$ cat src/rtl/adms_pkg.sv
// constants shared by the adc mode sequencer and its timer
// assumes a 250 MHz bus clock and a 32-bit axi4-lite register port
package adms_pkg;
  // ----------------------------------------------------------------
  // register map: word index, byte address is four times the index
  // ----------------------------------------------------------------
  localparam int IDX_W = 6;
  localparam logic [IDX_W-1:0] CTRL_IDX = 6'h00;
  localparam logic [IDX_W-1:0] RESULT_IDX = 6'h02;
  localparam logic [IDX_W-1:0] STATUS_IDX = 6'h05;
  localparam logic [IDX_W-1:0] TRIG_IDX = 6'h07;
  localparam logic [IDX_W-1:0] IRQ_ST_IDX = 6'h0c;
  localparam logic [IDX_W-1:0] IRQ_MASK_IDX = 6'h0d;
  localparam int IDX_LSB = 2;
  // ----------------------------------------------------------------
  // control register fields
  // ----------------------------------------------------------------
  localparam int CTRL_W = 9;
  localparam logic [CTRL_W-1:0] CTRL_RST = 9'h000;
  localparam int CH_LSB = 0;
  localparam int CH_W = 4;
  localparam int DIFF_BIT = 4;
  localparam int GAIN_LSB = 5;
  localparam int GAIN_W = 2;
  localparam int AUTO_BIT = 7;
  localparam int PIPE_BIT = 8;
  localparam int LOW_BYTE_W = 8;
  // ----------------------------------------------------------------
  // result, status and events
  // ----------------------------------------------------------------
  localparam int ADC_W = 12;
  localparam int RES_W = 16;
  localparam logic [RES_W-ADC_W-1:0] RES_PAD = 4'h0;
  localparam logic [RES_W-1:0] RES_RST = 16'h0000;
  localparam int STAT_SETTLE_BIT = 0;
  localparam int STAT_BUSY_BIT = 1;
  localparam int EVT_W = 2;
  localparam int EVT_SETTLE = 0;
  localparam int EVT_READY = 1;
  localparam logic [EVT_W-1:0] EVT_RST = 2'h0;
  // ----------------------------------------------------------------
  // bus answers
  // ----------------------------------------------------------------
  localparam logic [1:0] RESP_OKAY = 2'h0;
  localparam logic [1:0] RESP_SLVERR = 2'h2;
  // ----------------------------------------------------------------
  // timing
  // ----------------------------------------------------------------
  localparam int CLK_MHZ = 250;
  localparam int SETTLE_NS = 10000;
  localparam int CONV_NOPIPE_NS = 20000;
  localparam int CONV_PIPE_NS = 10000;
  localparam int SETTLE_CYC = (SETTLE_NS * CLK_MHZ + 999) / 1000;
  localparam int CONV_NOPIPE_CYC = (CONV_NOPIPE_NS * CLK_MHZ + 999) / 1000;
  localparam int CONV_PIPE_CYC = (CONV_PIPE_NS * CLK_MHZ + 999) / 1000;
  localparam int CNT_W = 16;
endpackage

$ cat src/rtl/adms_tmr_if.sv
// interval timer handshake between sequencer and timer
// assumes both ends run on the same clock
interface adms_tmr_if #(parameter int CW = 16);
  logic start;
  logic [CW-1:0] load_count;
  logic busy;
  logic done;
  modport ctrl (output start, output load_count, input busy, input done);
  modport tmr (input start, input load_count, output busy, output done);
endinterface

$ cat src/rtl/adms_sequencer.sv
// adc mode sequencer: control, settling and conversion timing,
// result register with optional pipeline, events and axi4-lite slave
// assumes the converter result pins are stable at conversion end
// Behaviour
// - bit 7 auto start, bit 8 pipelined
// - host unpipelined trigger: convert, load same result
// - host pipelined: load previous conversion result
// - auto unpipelined: load current conversion result
// - auto pipelined: load previous conversion result
// - control write bit7 clear: host mode, restart settling
// - settling flag high until interval elapses
// - busy high until result register loaded
// - control write accepted during running conversion
// - host mode: settle and conversion events
// - bit7 set: hardware starts after settling
// - auto busy spans settle and conversion
// - trigger ignored while busy
// - events on flag falling edges, separate lines
// - 12-bit result left-aligned, low nibble zero
module adms_sequencer #(
  parameter int SETTLE_CYC = adms_pkg::SETTLE_CYC,
  parameter int CONV_NOPIPE_CYC = adms_pkg::CONV_NOPIPE_CYC,
  parameter int CONV_PIPE_CYC = adms_pkg::CONV_PIPE_CYC,
  parameter int CNT_W = adms_pkg::CNT_W
) (
  input wire logic ref_clk,
  input wire logic rst,
  input wire logic [7:0] s_axi_awaddr,
  input wire logic s_axi_awvalid,
  output logic s_axi_awready,
  input wire logic [31:0] s_axi_wdata,
  input wire logic [3:0] s_axi_wstrb,
  input wire logic s_axi_wvalid,
  output logic s_axi_wready,
  output logic [1:0] s_axi_bresp,
  output logic s_axi_bvalid,
  input wire logic s_axi_bready,
  input wire logic [7:0] s_axi_araddr,
  input wire logic s_axi_arvalid,
  output logic s_axi_arready,
  output logic [31:0] s_axi_rdata,
  output logic [1:0] s_axi_rresp,
  output logic s_axi_rvalid,
  input wire logic s_axi_rready,
  input wire logic [adms_pkg::ADC_W-1:0] adc_data_in,
  output logic adc_start,
  output logic [adms_pkg::CH_W-1:0] mux_channel,
  output logic mux_differential,
  output logic [adms_pkg::GAIN_W-1:0] gain_select,
  output logic irq,
  output logic settling_done_irq_n,
  output logic data_ready_irq_n
);
  // ----------------------------------------------------------------
  // parameter checks
  // ----------------------------------------------------------------
  localparam int CNT_MAX = (1 << CNT_W) - 1;
  if (SETTLE_CYC < 1 || SETTLE_CYC > CNT_MAX ||
      CONV_NOPIPE_CYC < 1 || CONV_NOPIPE_CYC > CNT_MAX ||
      CONV_PIPE_CYC < 1 || CONV_PIPE_CYC > CNT_MAX) begin : g_chk
    $error("adms_sequencer: interval counts do not fit the counter");
  end

  function automatic logic [adms_pkg::IDX_W-1:0] reg_index(input logic [7:0] a);
    reg_index = a[adms_pkg::IDX_LSB +: adms_pkg::IDX_W];
  endfunction

  function automatic logic is_mapped(input logic [adms_pkg::IDX_W-1:0] i);
    is_mapped = (i == adms_pkg::CTRL_IDX) || (i == adms_pkg::RESULT_IDX) ||
                (i == adms_pkg::STATUS_IDX) || (i == adms_pkg::TRIG_IDX) ||
                (i == adms_pkg::IRQ_ST_IDX) || (i == adms_pkg::IRQ_MASK_IDX);
  endfunction

  // ----------------------------------------------------------------
  // axi4-lite write path
  // ----------------------------------------------------------------
  logic aw_held_reg, w_held_reg, bvalid_reg, wr_fire;
  logic [7:0] aw_addr_reg;
  logic [31:0] w_data_reg;
  logic [3:0] w_strb_reg;
  logic [1:0] bresp_reg;
  logic [adms_pkg::IDX_W-1:0] wr_idx;

  assign s_axi_awready = !aw_held_reg;
  assign s_axi_wready = !w_held_reg;
  assign wr_fire = aw_held_reg && w_held_reg && !bvalid_reg;
  assign wr_idx = reg_index(aw_addr_reg);

  always_ff @(posedge ref_clk) begin
    if (rst) begin
      aw_held_reg <= 1'b0;
      aw_addr_reg <= 8'h00;
    end else if (s_axi_awvalid && !aw_held_reg) begin
      aw_held_reg <= 1'b1;
      aw_addr_reg <= s_axi_awaddr;
    end else if (wr_fire) begin
      aw_held_reg <= 1'b0;
    end
  end

  always_ff @(posedge ref_clk) begin
    if (rst) begin
      w_held_reg <= 1'b0;
      w_data_reg <= 32'h0000_0000;
      w_strb_reg <= 4'h0;
    end else if (s_axi_wvalid && !w_held_reg) begin
      w_held_reg <= 1'b1;
      w_data_reg <= s_axi_wdata;
      w_strb_reg <= s_axi_wstrb;
    end else if (wr_fire) begin
      w_held_reg <= 1'b0;
    end
  end

  always_ff @(posedge ref_clk) begin
    if (rst) begin
      bvalid_reg <= 1'b0;
      bresp_reg <= adms_pkg::RESP_OKAY;
    end else if (wr_fire) begin
      bvalid_reg <= 1'b1;
      bresp_reg <= is_mapped(wr_idx) ? adms_pkg::RESP_OKAY : adms_pkg::RESP_SLVERR;
    end else if (s_axi_bready) begin
      bvalid_reg <= 1'b0;
    end
  end

  assign s_axi_bvalid = bvalid_reg;
  assign s_axi_bresp = bresp_reg;

  // ----------------------------------------------------------------
  // control register
  // ----------------------------------------------------------------
  logic [adms_pkg::CTRL_W-1:0] ctrl_reg, ctrl_next;
  logic ctrl_wr, trig_wr;

  assign ctrl_wr = wr_fire && wr_idx == adms_pkg::CTRL_IDX && |w_strb_reg[1:0];
  assign trig_wr = wr_fire && wr_idx == adms_pkg::TRIG_IDX && |w_strb_reg;

  always_comb begin
    ctrl_next = ctrl_reg;
    if (w_strb_reg[0]) begin
      ctrl_next[adms_pkg::LOW_BYTE_W-1:0] = w_data_reg[adms_pkg::LOW_BYTE_W-1:0];
    end
    if (w_strb_reg[1]) begin
      ctrl_next[adms_pkg::PIPE_BIT] = w_data_reg[adms_pkg::PIPE_BIT];
    end
  end

  // a control write with the byte 0 strobe set applies channel, input mode and gain at once
  always_ff @(posedge ref_clk) begin
    if (rst) begin
      ctrl_reg <= adms_pkg::CTRL_RST;
    end else if (ctrl_wr) begin
      ctrl_reg <= ctrl_next;
    end
  end

  assign mux_channel = ctrl_reg[adms_pkg::CH_LSB +: adms_pkg::CH_W];
  assign mux_differential = ctrl_reg[adms_pkg::DIFF_BIT];
  assign gain_select = ctrl_reg[adms_pkg::GAIN_LSB +: adms_pkg::GAIN_W];

  // ----------------------------------------------------------------
  // settling and conversion timers
  // ----------------------------------------------------------------
  adms_tmr_if #(.CW(CNT_W)) settle_if ();
  adms_tmr_if #(.CW(CNT_W)) conv_if ();

  adms_timer #(.CW(CNT_W)) u_settle (.ref_clk(ref_clk), .rst(rst), .bus(settle_if));
  adms_timer #(.CW(CNT_W)) u_conv (.ref_clk(ref_clk), .rst(rst), .bus(conv_if));

  logic auto_pend_reg, auto_pend_next, busy_reg, busy_next;
  logic start_host, start_auto, start_conv, start_reg;

  // each control write restarts the settling count
  assign settle_if.start = ctrl_wr;
  assign settle_if.load_count = CNT_W'(SETTLE_CYC);

  // host trigger only in host mode and only while idle
  assign start_host = trig_wr && !busy_reg && !ctrl_reg[adms_pkg::AUTO_BIT];
  // hardware start once settling is over and the converter is free
  assign start_auto = auto_pend_reg && !settle_if.busy && !ctrl_wr && !conv_if.busy;
  assign start_conv = start_host || start_auto;
  assign conv_if.start = start_conv;
  // pipelined conversions run shorter
  assign conv_if.load_count = ctrl_reg[adms_pkg::PIPE_BIT] ?
                              CNT_W'(CONV_PIPE_CYC) : CNT_W'(CONV_NOPIPE_CYC);

  always_comb begin
    auto_pend_next = auto_pend_reg;
    if (ctrl_wr) begin
      auto_pend_next = ctrl_next[adms_pkg::AUTO_BIT];
    end else if (start_auto) begin
      auto_pend_next = 1'b0;
    end
  end

  // busy covers pending settle in auto mode and the conversion itself
  assign busy_next = start_conv || auto_pend_next || conv_if.busy;

  always_ff @(posedge ref_clk) begin
    if (rst) begin
      auto_pend_reg <= 1'b0;
      busy_reg <= 1'b0;
      start_reg <= 1'b0;
    end else begin
      auto_pend_reg <= auto_pend_next;
      busy_reg <= busy_next;
      start_reg <= start_conv;
    end
  end

  assign adc_start = start_reg;

  // ----------------------------------------------------------------
  // result path
  // ----------------------------------------------------------------
  logic [adms_pkg::ADC_W-1:0] adc_meta_reg, adc_sync_reg;
  logic [adms_pkg::RES_W-1:0] prev_reg, result_reg, sample_aligned;

  always_ff @(posedge ref_clk) begin
    if (rst) begin
      adc_meta_reg <= '0;
      adc_sync_reg <= '0;
    end else begin
      adc_meta_reg <= adc_data_in;
      adc_sync_reg <= adc_meta_reg;
    end
  end

  // left-aligned so software can treat it as a 16-bit value
  assign sample_aligned = {adc_sync_reg, adms_pkg::RES_PAD};

  // pipelined delivery hands out the previous sample
  always_ff @(posedge ref_clk) begin
    if (rst) begin
      prev_reg <= adms_pkg::RES_RST;
      result_reg <= adms_pkg::RES_RST;
    end else if (conv_if.done) begin
      prev_reg <= sample_aligned;
      result_reg <= ctrl_reg[adms_pkg::PIPE_BIT] ? prev_reg : sample_aligned;
    end
  end

  // ----------------------------------------------------------------
  // events and interrupt lines
  // ----------------------------------------------------------------
  logic [adms_pkg::EVT_W-1:0] irq_st_reg, irq_mask_reg, evt_set, evt_clr;

  // settle event only in host mode; ready event on busy falling
  assign evt_set[adms_pkg::EVT_SETTLE] = settle_if.done && !ctrl_reg[adms_pkg::AUTO_BIT];
  assign evt_set[adms_pkg::EVT_READY] = busy_reg && !busy_next;
  assign evt_clr = (wr_fire && wr_idx == adms_pkg::IRQ_ST_IDX && w_strb_reg[0]) ?
                   w_data_reg[adms_pkg::EVT_W-1:0] : adms_pkg::EVT_RST;

  // a set in the clearing cycle survives
  always_ff @(posedge ref_clk) begin
    if (rst) begin
      irq_st_reg <= adms_pkg::EVT_RST;
    end else begin
      irq_st_reg <= (irq_st_reg & ~evt_clr) | evt_set;
    end
  end

  always_ff @(posedge ref_clk) begin
    if (rst) begin
      irq_mask_reg <= adms_pkg::EVT_RST;
    end else if (wr_fire && wr_idx == adms_pkg::IRQ_MASK_IDX && w_strb_reg[0]) begin
      irq_mask_reg <= w_data_reg[adms_pkg::EVT_W-1:0];
    end
  end

  // each event keeps its own request line
  assign irq = |(irq_st_reg & irq_mask_reg);
  assign settling_done_irq_n = !(irq_st_reg[adms_pkg::EVT_SETTLE] &&
                                 irq_mask_reg[adms_pkg::EVT_SETTLE]);
  assign data_ready_irq_n = !(irq_st_reg[adms_pkg::EVT_READY] &&
                              irq_mask_reg[adms_pkg::EVT_READY]);

  // ----------------------------------------------------------------
  // axi4-lite read path
  // ----------------------------------------------------------------
  logic rvalid_reg;
  logic [31:0] rdata_reg;
  logic [1:0] rresp_reg;
  logic [31:0] rd_word;
  logic [adms_pkg::IDX_W-1:0] rd_idx;

  assign rd_idx = reg_index(s_axi_araddr);
  assign s_axi_arready = !rvalid_reg;

  always_comb begin
    rd_word = 32'h0000_0000;
    case (rd_idx)
      adms_pkg::CTRL_IDX: rd_word[adms_pkg::CTRL_W-1:0] = ctrl_reg;
      adms_pkg::RESULT_IDX: rd_word[adms_pkg::RES_W-1:0] = result_reg;
      adms_pkg::STATUS_IDX: begin
        rd_word[adms_pkg::STAT_SETTLE_BIT] = settle_if.busy;
        rd_word[adms_pkg::STAT_BUSY_BIT] = busy_reg;
      end
      adms_pkg::IRQ_ST_IDX: rd_word[adms_pkg::EVT_W-1:0] = irq_st_reg;
      adms_pkg::IRQ_MASK_IDX: rd_word[adms_pkg::EVT_W-1:0] = irq_mask_reg;
      default: rd_word = 32'h0000_0000;
    endcase
  end

  always_ff @(posedge ref_clk) begin
    if (rst) begin
      rvalid_reg <= 1'b0;
      rdata_reg <= 32'h0000_0000;
      rresp_reg <= adms_pkg::RESP_OKAY;
    end else if (s_axi_arvalid && !rvalid_reg) begin
      rvalid_reg <= 1'b1;
      rdata_reg <= rd_word;
      rresp_reg <= is_mapped(rd_idx) ? adms_pkg::RESP_OKAY : adms_pkg::RESP_SLVERR;
    end else if (s_axi_rready) begin
      rvalid_reg <= 1'b0;
    end
  end

  assign s_axi_rvalid = rvalid_reg;
  assign s_axi_rdata = rdata_reg;
  assign s_axi_rresp = rresp_reg;
endmodule

$ cat src/rtl/adms_timer.sv
// down counter timing one settling or conversion interval
// assumes load_count of at least one; a start restarts the count
module adms_timer #(
  parameter int CW = 16
) (
  input wire logic ref_clk,
  input wire logic rst,
  adms_tmr_if.tmr bus
);
  logic [CW-1:0] cnt_reg;
  logic busy_reg;
  logic done_reg;

  // busy lasts exactly load_count cycles, done pulses as it drops
  always_ff @(posedge ref_clk) begin
    if (rst) begin
      cnt_reg <= '0;
      busy_reg <= 1'b0;
      done_reg <= 1'b0;
    end else if (bus.start) begin
      cnt_reg <= bus.load_count - CW'(1);
      busy_reg <= 1'b1;
      done_reg <= 1'b0;
    end else if (busy_reg && cnt_reg == '0) begin
      busy_reg <= 1'b0;
      done_reg <= 1'b1;
    end else begin
      cnt_reg <= busy_reg ? cnt_reg - CW'(1) : cnt_reg;
      done_reg <= 1'b0;
    end
  end

  assign bus.busy = busy_reg;
  assign bus.done = done_reg;
endmodule

$ cat config.mk
export PLATFORM = sky130hd
export DESIGN_NAME = adms_sequencer
export DESIGN_NICKNAME = d
export VERILOG_FILES = /design/src/rtl/adms_pkg.sv /design/src/rtl/adms_tmr_if.sv /design/src/rtl/adms_sequencer.sv /design/src/rtl/adms_timer.sv
export SDC_FILE = /design/constraint.sdc
export NUM_CORES = 1
export LEC_CHECK = 0
export ABC_CLOCK_PERIOD_IN_PS = 2900
export BUFFER_PORTS_ARGS = -buffer_cell sky130_fd_sc_hd__buf_2
export CAP_MARGIN = 20
export CORE_MARGIN = 5
export CORE_UTILIZATION = 58
export DETAILED_ROUTE_END_ITERATION = 10
export GPL_TIMING_DRIVEN = 0
export PLACE_DENSITY = 0.88
export SLEW_MARGIN = 20
export SYNTH_ARGS = -nofsm -noshare
export SYNTH_HDL_FRONTEND = slang
export SYNTH_SLANG_ARGS = --single-unit
$ cat constraint.sdc
create_clock -name ref_clk -period 2.9 [get_ports ref_clk]
set_input_delay 0.145 -clock ref_clk [delete_from_list [all_inputs] [get_ports ref_clk]]
set_output_delay 0.145 -clock ref_clk [all_outputs]
set_load 0.02 [all_outputs]
# Yosys cells after proc, flatten, opt, wreduce, memory -nomap -nowiden
# Index checks and enable logic that the tools add are counted.
# classes
n_reduce_logical	71
add_sub_neg	3
muxes	30
eq_ne	12
n_bitwise	5
# ops
cell	n
16-bit two-way mux	4
12-bit two-way mux	3
16-bit logical NOT	2
16-bit by 1-bit subtractor with 16-bit output, second input constant	2
6-bit by 3-bit == test with 1-bit output, second input constant	4
6-bit by 4-bit == test with 1-bit output, second input constant	4
1-bit logical AND	24
2-bit nonzero test	8
1-bit two-way mux	15
7-bit case mux with 2 select lines	1
13-bit by 1-bit subtractor with 14-bit output, second input constant	1
1-bit logical OR	13
13-bit two-way mux	1
6-bit by 2-bit == test with 1-bit output, second input constant	2
1-bit logical NOT	12
6-bit logical NOT	2
2-bit case mux with 5 select lines	1
2-bit AND reduction	5
8-bit two-way mux	1
2-bit OR reduction	4
7-bit two-way mux	1
2-bit two-way mux	3
2-bit AND	2
2-bit != test, second input constant	2
4 further kinds	4
# totals
input_bits	71
register_bits	149
output_inout_bits	52
word_cells	150

# Logic depth before layout (Yosys ltp)
# Gate-level depths: netlist (run 1).
# depth
word_depth	14
ltp_mapped	8
mapped_depth_nobuf	7

# Hierarchy
# A second synthesis (run 1) with hierarchy kept.
# hier_totals
hier_cells	794
area_unflattened_um2	6946.7
# by_module_without_submodules
mod	seq_area_each_um2	instances	area_per_inst_um2	cells_each
adms_sequencer	2102.0	1	4161.5	452
adms_timer	360.3	2	1392.6	171

# Least setup slack after synthesis (run 1)
# No wires, ideal clock.
# synth_timing
path_kind	reg2reg
from	reg u_settle.cnt_reg[0]
to	reg u_settle.cnt_reg[1]
arrival_time_ps	1892
setup_time_ps	70
path_stages_with_launch	8
n_path_buf	0
t_required_ps	2830
synth_period_minus_slack_ps	1962
path_slack_ps	938
path_cell_list	dfxtp_1 -> inv_1 -> ha_1 -> nor4b_1 -> nand2_1 -> o21ai_0 -> mux2_2 -> a21oi_1
# synth_between
elab_chain_len	4
elab_cells_between_ends	8
cone_classes	1 x add/sub; 1 x eq/ne; 3 x mux; 3 x reduce/logical
# synth_rtl
item	line_no	rtl
from (decl)	adms_timer.sv:10	logic [CW-1:0] cnt_reg;
from (signal assigned)	adms_timer.sv:21	cnt_reg <= bus.load_count - CW'(1);
from (signal assigned)	adms_timer.sv:28	cnt_reg <= busy_reg ? cnt_reg - CW'(1) : cnt_reg;
16-bit by 1-bit subtractor with 16-bit output or 16-bit logical NOT (tied branches)	adms_timer.sv:28, adms_timer.sv:24	
12-bit two-way mux or 1-bit logical AND (tied branches)	adms_timer.sv:28, adms_timer.sv:24	
12-bit two-way mux or 2-bit != test (tied branches)	n/a	
12-bit two-way mux or 2-bit AND reduction (tied branches)	n/a	
# Parallel ways exist; a longest one is shown, timed or not. The select of a mux whose other input is x is not followed.
# A chain may end at the register's enable or synchronous reset.

# Worst setup path in the final report (run 1)
# Ends and elaborated chain as after synthesis.

==> flow_summary.yaml, run 1 <==
sta:
  period_share_pct: 81.6
  period_needed_ns: 2.37
  slew_violations: 0
  hold_violations: 0
  timing.hold.ws_ns: 0.0840
  setup_viol: 0
  rsz0062_at_grt: "false"
  max_freq_ghz: 0.422
  tns_ns: 0
  worst_pin_slew_ns: 0.750
  clock_skew_ns: 0.00491
  worst_slack_ns: 0.533
  slew_headroom_pct: 50.0
yosys:
  syn-cell-area_um2: 5830
  synth_largest_area_cell: "dfxtp_1"
  seq_area_frac_synth_pct: 48.4
  synth.area.top_cells: "dfxtp_1 48%, mux2i_1 6.9%, nor2_1 5.7%"
  yosysTopAreaCellShare_pct: 48.4
  yosysMostFrequentCell: "dfxtp_1"
  synth_edf_count: 0
  syn_inst: 641
  synthArstFlopShare_pct: 0
  synth_ff_type: "dfxtp_1"
  yosys-top-cells-count: "141 x dfxtp_1, 89 x nor2_1, 52 x nand2_1, 40 x mux2i_1, 33 x a21oi_1"
  synth_warnings: 0
  syn_area_per_cell_um2: 9.09
  synth.distinct_cells: 54
  synth_seq_cells: 141
die:
  fp.dieH_um: 110
  start_util_pct: 59.6
  row_count: 36
  core_region_area_um2: 9770
  die-width_um: 110
  die-area_um2: 12200
  num_io_pins: 123
finish:
  fillCellCount: 626
  drive_gt1_share_pct: 18.8
  finalNetCount: 864
  post-route-util_pct: 75.7
  multiInputGateArea_um2: 2710
  regArea_um2: 2820
  diodes: 0
  syn2layout_area_growth_pct: 27.0
power_and_ir_drop:
  powerDensity_nw_per_um2: 596
  total_power_uw: 4410
  irDropWorstVdd_mv: 0.466
  p_leak_uw: 0.00303
cts:
  insertion_delay_ns: 0.53
  cts_sinks: 141
  cts-resized-gates: 0
  cts_root_buf: "clkbuf_8"
  clk_pin_slew_ns: 0.07
  cts_buffers: 17
  h-tree-depth: 4
  cts_tree: "built"
  clockBufferDepth: 2
drt:
  avgRoutedWirePerCell_um: 16.4
  drt_iter0_drc: 495
  drt_first_pass_iters: 5
  vias: 5318
  wirelength_mm: 15.4
  drc: 0
  ant_nets: 0
  viasPerCell: 5.68
worst_setup_path:
  path_cells: "inv_1, ha_1, nor4b_1, nand2_1, o21ai_0, mux2_2, a21oi_1"
  required_ns: 3.35
  critPathLaunchType: "register"
  r2r_slack_ns: 0.53
  critPathSlowestCell: "o21ai_0"
  critPathMaxFanout: 4
  critPathMaxStageDelay_ns: 0.51
  worstSetupStartpoint: "u_settle.cnt_reg[0]"
  crit_type: "reg2reg"
  reg2reg_depth: 7
  end_kind: "register"
  timing.rr.start: "u_settle.cnt_reg[0]"
  crit_path_end: "u_settle.cnt_reg[1]"
  reg2reg_to: "u_settle.cnt_reg[1]"
  cp.arrival_ns: 2.82
flow_run:
  drv_cap: 0
placed_design:
  place.gp.congestion: 0.887
  dp_hpwl_mm: 10.3
  place_ws_ns: 0.665
  io_buffers: 74
grt:
  grtUsageTotal_pct: 25.7
  grt_pass1_wl_mm: 24.2
  grt_pass1_vias: 5260
  grt_overflow: 0
  grt_max_degree: 17
  grt_antenna_before_repair: 0
min_path:
  hold_path_class: "in2reg"
run_status:
  status: "complete, no violations"
-- metrics by stage --
stage                     instance area (um^2)  cells
after floorplan                           5890    658
after global placement                    6430    865
after detailed placement                  6430    865
after CTS                                 7390    937
after global routing                      7400    937
final                                     7400    937
-- worst min-delay path by stage --
stage	end	cells past startpoint	startpoint	slack, ns
floorplan	s_axi_rvalid	1	s_axi_rready	0.24
global placement	s_axi_rvalid	2	s_axi_rready	0.33
detailed placement	s_axi_rvalid	2	s_axi_rready	0.34
CTS	s_axi_rdata[2]	4	s_axi_araddr[4]	0.03
global route	s_axi_rresp[1]	4	s_axi_araddr[5]	0.11
finish	s_axi_rresp[1]	4	s_axi_araddr[5]	0.08
-- repair_timing --
item	in CTS	in global routing
buffers inserted	0	0
hold buffers	40	0
setup endpoints to repair	0	0
endpoints found under the hold margin	36	0
-- worst max-delay path: cells and delay by family, from the launching register on --
family | cells | cell delay (ns)
AND/OR/NAND/NOR | 2 | 0.60
AO/OA/AOI/OAI | 2 | 0.65
multiplexers | 1 | 0.41
buffers and inverters | 1 | 0.09
adder cells (fa/ha/maj) | 1 | 0.23
flip-flops | 1 | 0.31
-- where the power goes --
group / switching [uW] / internal (uW) / total [uW] / leakage (uW)
combinational: 182 / 138 / 320 / 0.00162
clock: 908 / 1170 / 2080 / 0.000274
sequential: 28.8 / 1980 / 2010 / 0.00115
total: 1120 / 3290 / 4410 / 0.00303
-- layout by cell type, fill, tap and decap left out, types with 24 or more instances in the layout --
cell type / count
a21oi_1: 33
buf_2: 75
buf_4: 24
clkbuf_1: 29
dfxtp_1: 141
dlygate4sd3_1: 40
mux2i_1: 40
nand2_1: 52
nor2_1: 89
nor2b_1: 29
-- final cells by class --
cell class	count	share of cell area, %
Multi-Input combinational cell	447	36.6
Buffer	57	4.33
Sequential cell	141	38.1
Timing Repair Buffer	114	10.4
Tap cell	133	2.25
Clock buffer	18	5.65
Clock inverter	14	2.01
Inverter	13	0.659
-- cells by family (layout without fill, tap and decap cells) --
group,after synthesis,count (layout),synth area share [%]
buf+inv,70,216,6.33
xor+xnor,18,18,2.71
mux,49,49,8.61
simple gates,253,253,21.2
fa+ha+maj,2,2,0.429
other cells,1,18,0.0644
compound gates,107,107,12.2
flops,141,141,48.4
-- metal layers --
layer / share of wire, % / vias to the layer above / track usage (%)
met4: 2.9 / 0 / 11.4
met3: 7.9 / 44 / 6.81
met2: 50 / 278 / 45.6
li1: - / 2504 / -
met5: 0 / - / 0
met1: 39 / 2492 / 28.9
Note: power is estimated with default switching activity, not from simulation.
==> run 2, diff against run 1 <==
- ABC_CLOCK_PERIOD_IN_PS: 2900 -> 2000
- CORE_UTILIZATION: 58 -> 49
- PLACE_DENSITY: 0.88 -> 0.8
- clock period: 2.9 -> 2 ns (I/O delays scaled with it)
==> run 2 against run 1 <==
  * The run now ends with setup timing left
  * Non-clock buffer count shrank 2
  * Design area up 3.8%
  * First-iteration DRC count grew 13%
  * Core utilization shrank 9.0 points
  * Critical path depth is 2 lower
  * Sequential share of layout area decreased by 1.3 points
  * Hold slack worse by 0.035 ns
  * Cell count increased by 0.85%
  * Via count down 0.81%
  * Critical path type unchanged
  * Highest routed layer unchanged
==> flow_summary.yaml, run 2 (synthesized netlist as in run 1, its figures left out) <==
run_status:
  status: "finished, violations left"
  violations: "setup timing"
die:
  start_util_pct: 50.6
  core_region_area_um2: 11500
  fp.dieH_um: 119
  num_io_pins: 123
  die-area_um2: 14200
  die-width_um: 119
  row_count: 39
sta:
  period_share_pct: 103
  period_needed_ns: 2.07
  hold_violations: 0
  max_freq_ghz: 0.484
  worst_pin_slew_ns: 0.677
  rsz0062_at_grt: "true"
  slew_violations: 0
  worst_slack_ns: -0.0657
  slew_headroom_pct: 54.9
  clock_skew_ns: 0.00724
  setup_viol: 3
cts:
  clk_pin_slew_ns: 0.06
  cts_sinks: 141
  cts_tree: "built"
  cts_root_buf: "clkbuf_16"
  insertion_delay_ns: 0.42
  h-tree-depth: 4
  cts_buffers: 17
  clockBufferDepth: 2
worst_setup_path:
  critPathSlowestCell: "o21ai_0"
  r2r_slack_ns: -0.07
  cp_num_buf_inv: 0
  crit_type: "reg2reg"
  required_ns: 2.36
  critPathMaxFanout: 5
  critPathMaxStageDelay_ns: 0.50
  critPathLaunchType: "register"
  path_cells: "or3_4, nor2_1, a21boi_1, o21ai_0, o311a_1"
  cp_top_family: "compound AO/OA/AOI/OAI gates"
  cp.arrival_ns: 2.42
  end_kind: "register"
placed_design:
  place.gp.congestion: 0.900
  dp_hpwl_mm: 10.6
  io_buffers: 74
  placed_area_um2: 6450
finish:
  final_area_um2: 7680
  final_cell_mix: "138 x dfxtp_1, 89 x nor2_1, 75 x buf_2"
  finalNetCount: 862
  diodes: 0
  drive_gt1_share_pct: 23.6
  fillCellCount: 855
  syn2layout_area_growth_pct: 31.8
  final_common_cell: "dfxtp_1"
drt:
  ant_nets: 0
  avgRoutedWirePerCell_um: 16.9
  wirelength_mm: 16.0
  drt_first_pass_iters: 7
  drc: 0
  drt_iter0_drc: 561
  vias: 5275
  viasPerCell: 5.58
power_and_ir_drop:
  p_leak_uw: 0.00313
  irDropWorstVdd_mv: 0.702
  total_power_uw: 6790
  powerDensity_nw_per_um2: 884
grt:
  grt_pass1_vias: 5353
  grt_overflow: 0
  grt_pass1_wl_mm: 25.6
  grt_antenna_before_repair: 0
  grt_max_degree: 17
  grtUsageTotal_pct: 22.1
flow_run:
  drv_cap: 0
min_path:
  hold_path_class: "in2reg"
==> run 2: cell count changes in the layout (fill, tap and decap cells not counted), sizes merged <==
| cell | previous run | this run |
|---|---|---|
| inv | 23 | 18 |
| buf | 103 | 109 |
| dlygate4sd3 | 40 | 36 |
| bufinv | 1 | 4 |
| clkbuf | 46 | 41 |
| clkinv | 1 | 4 |
==> run 2: repair_timing <==
item,4_1_cts,5_1_grt
hold endpoints to repair,35,0
hold buffers,36,0
resized for setup,14,29
setup endpoints to repair,44,30
pin swaps,4,3
buffers inserted,3,2
==> run 2: area by class of cell <==
type | instances | area, um^2 | area share (%)
plain buffers | 53 | 309 | 4.02
clock inverters | 15 | 210 | 2.74
clock buffers | 17 | 425 | 5.54
multi-input cells | 447 | 2910 | 37.9
flip-flops and latches | 141 | 2830 | 36.8
well taps | 143 | 179 | 2.33
inverters | 13 | 48.8 | 0.635
repair buffers | 116 | 773 | 10.1
==> run 2: path summary, 6_finish.rpt <==
check	startpoint	cells after the start	to
hold reg to reg	adc_meta_reg[10]	1	adc_sync_reg[10]
setup / recovery	aw_addr_reg[5]	5	u_conv.cnt_reg[9]
setup reg to reg	aw_addr_reg[5]	5	u_conv.cnt_reg[9]
hold / removal	s_axi_araddr[6]	3	s_axi_rresp[1]
==> run 2: power by group <==
part           leakage, uW  switching, uW  internal [uW]
sequential         0.00115           45.9           2870
combinational      0.00167            268            203
clock             0.000305           1290           2110
==> run 2: stage by stage <==
stage | setup slack [ns] | hold slack (ns) | util [%] | instances | setup TNS (ns)
3_5_place_dp | -0.258 | 0.291 | 56.0 | 876 | -2.49
4_1_cts | 0.00630 | 0.0418 | 65.4 | 947 | 0
3_3_place_gp | -0.244 | 0.284 | 55.9 | 875 | -2.61
2_1_floorplan | 0.0375 | 0.199 | - | 658 | 0
5_1_grt | -0.0830 | 0.0847 | 66.7 | 945 | -0.362
6_report | -0.0657 | 0.0487 | 66.7 | 945 | -0.142
==> run 2: worst reg2reg max path, delay by kind of cell, from the launching register on <==
kind,cells,cell delay (ns)
and+or+nand+nor,2,0.69
DFF,1,0.35
AOI/OAI and AO/OA,3,0.97
==> run 2: metal layers <==
metal	routed length, um	share of wire, %	track usage [%]	vias to the layer above
li1	-	-	-	2506
met1	6280	39	25.0	2509
met2	8380	52	40.6	217
met3	961	6.0	5.02	43
met4	347	2.2	7.60	0
met5	0	0	0	-
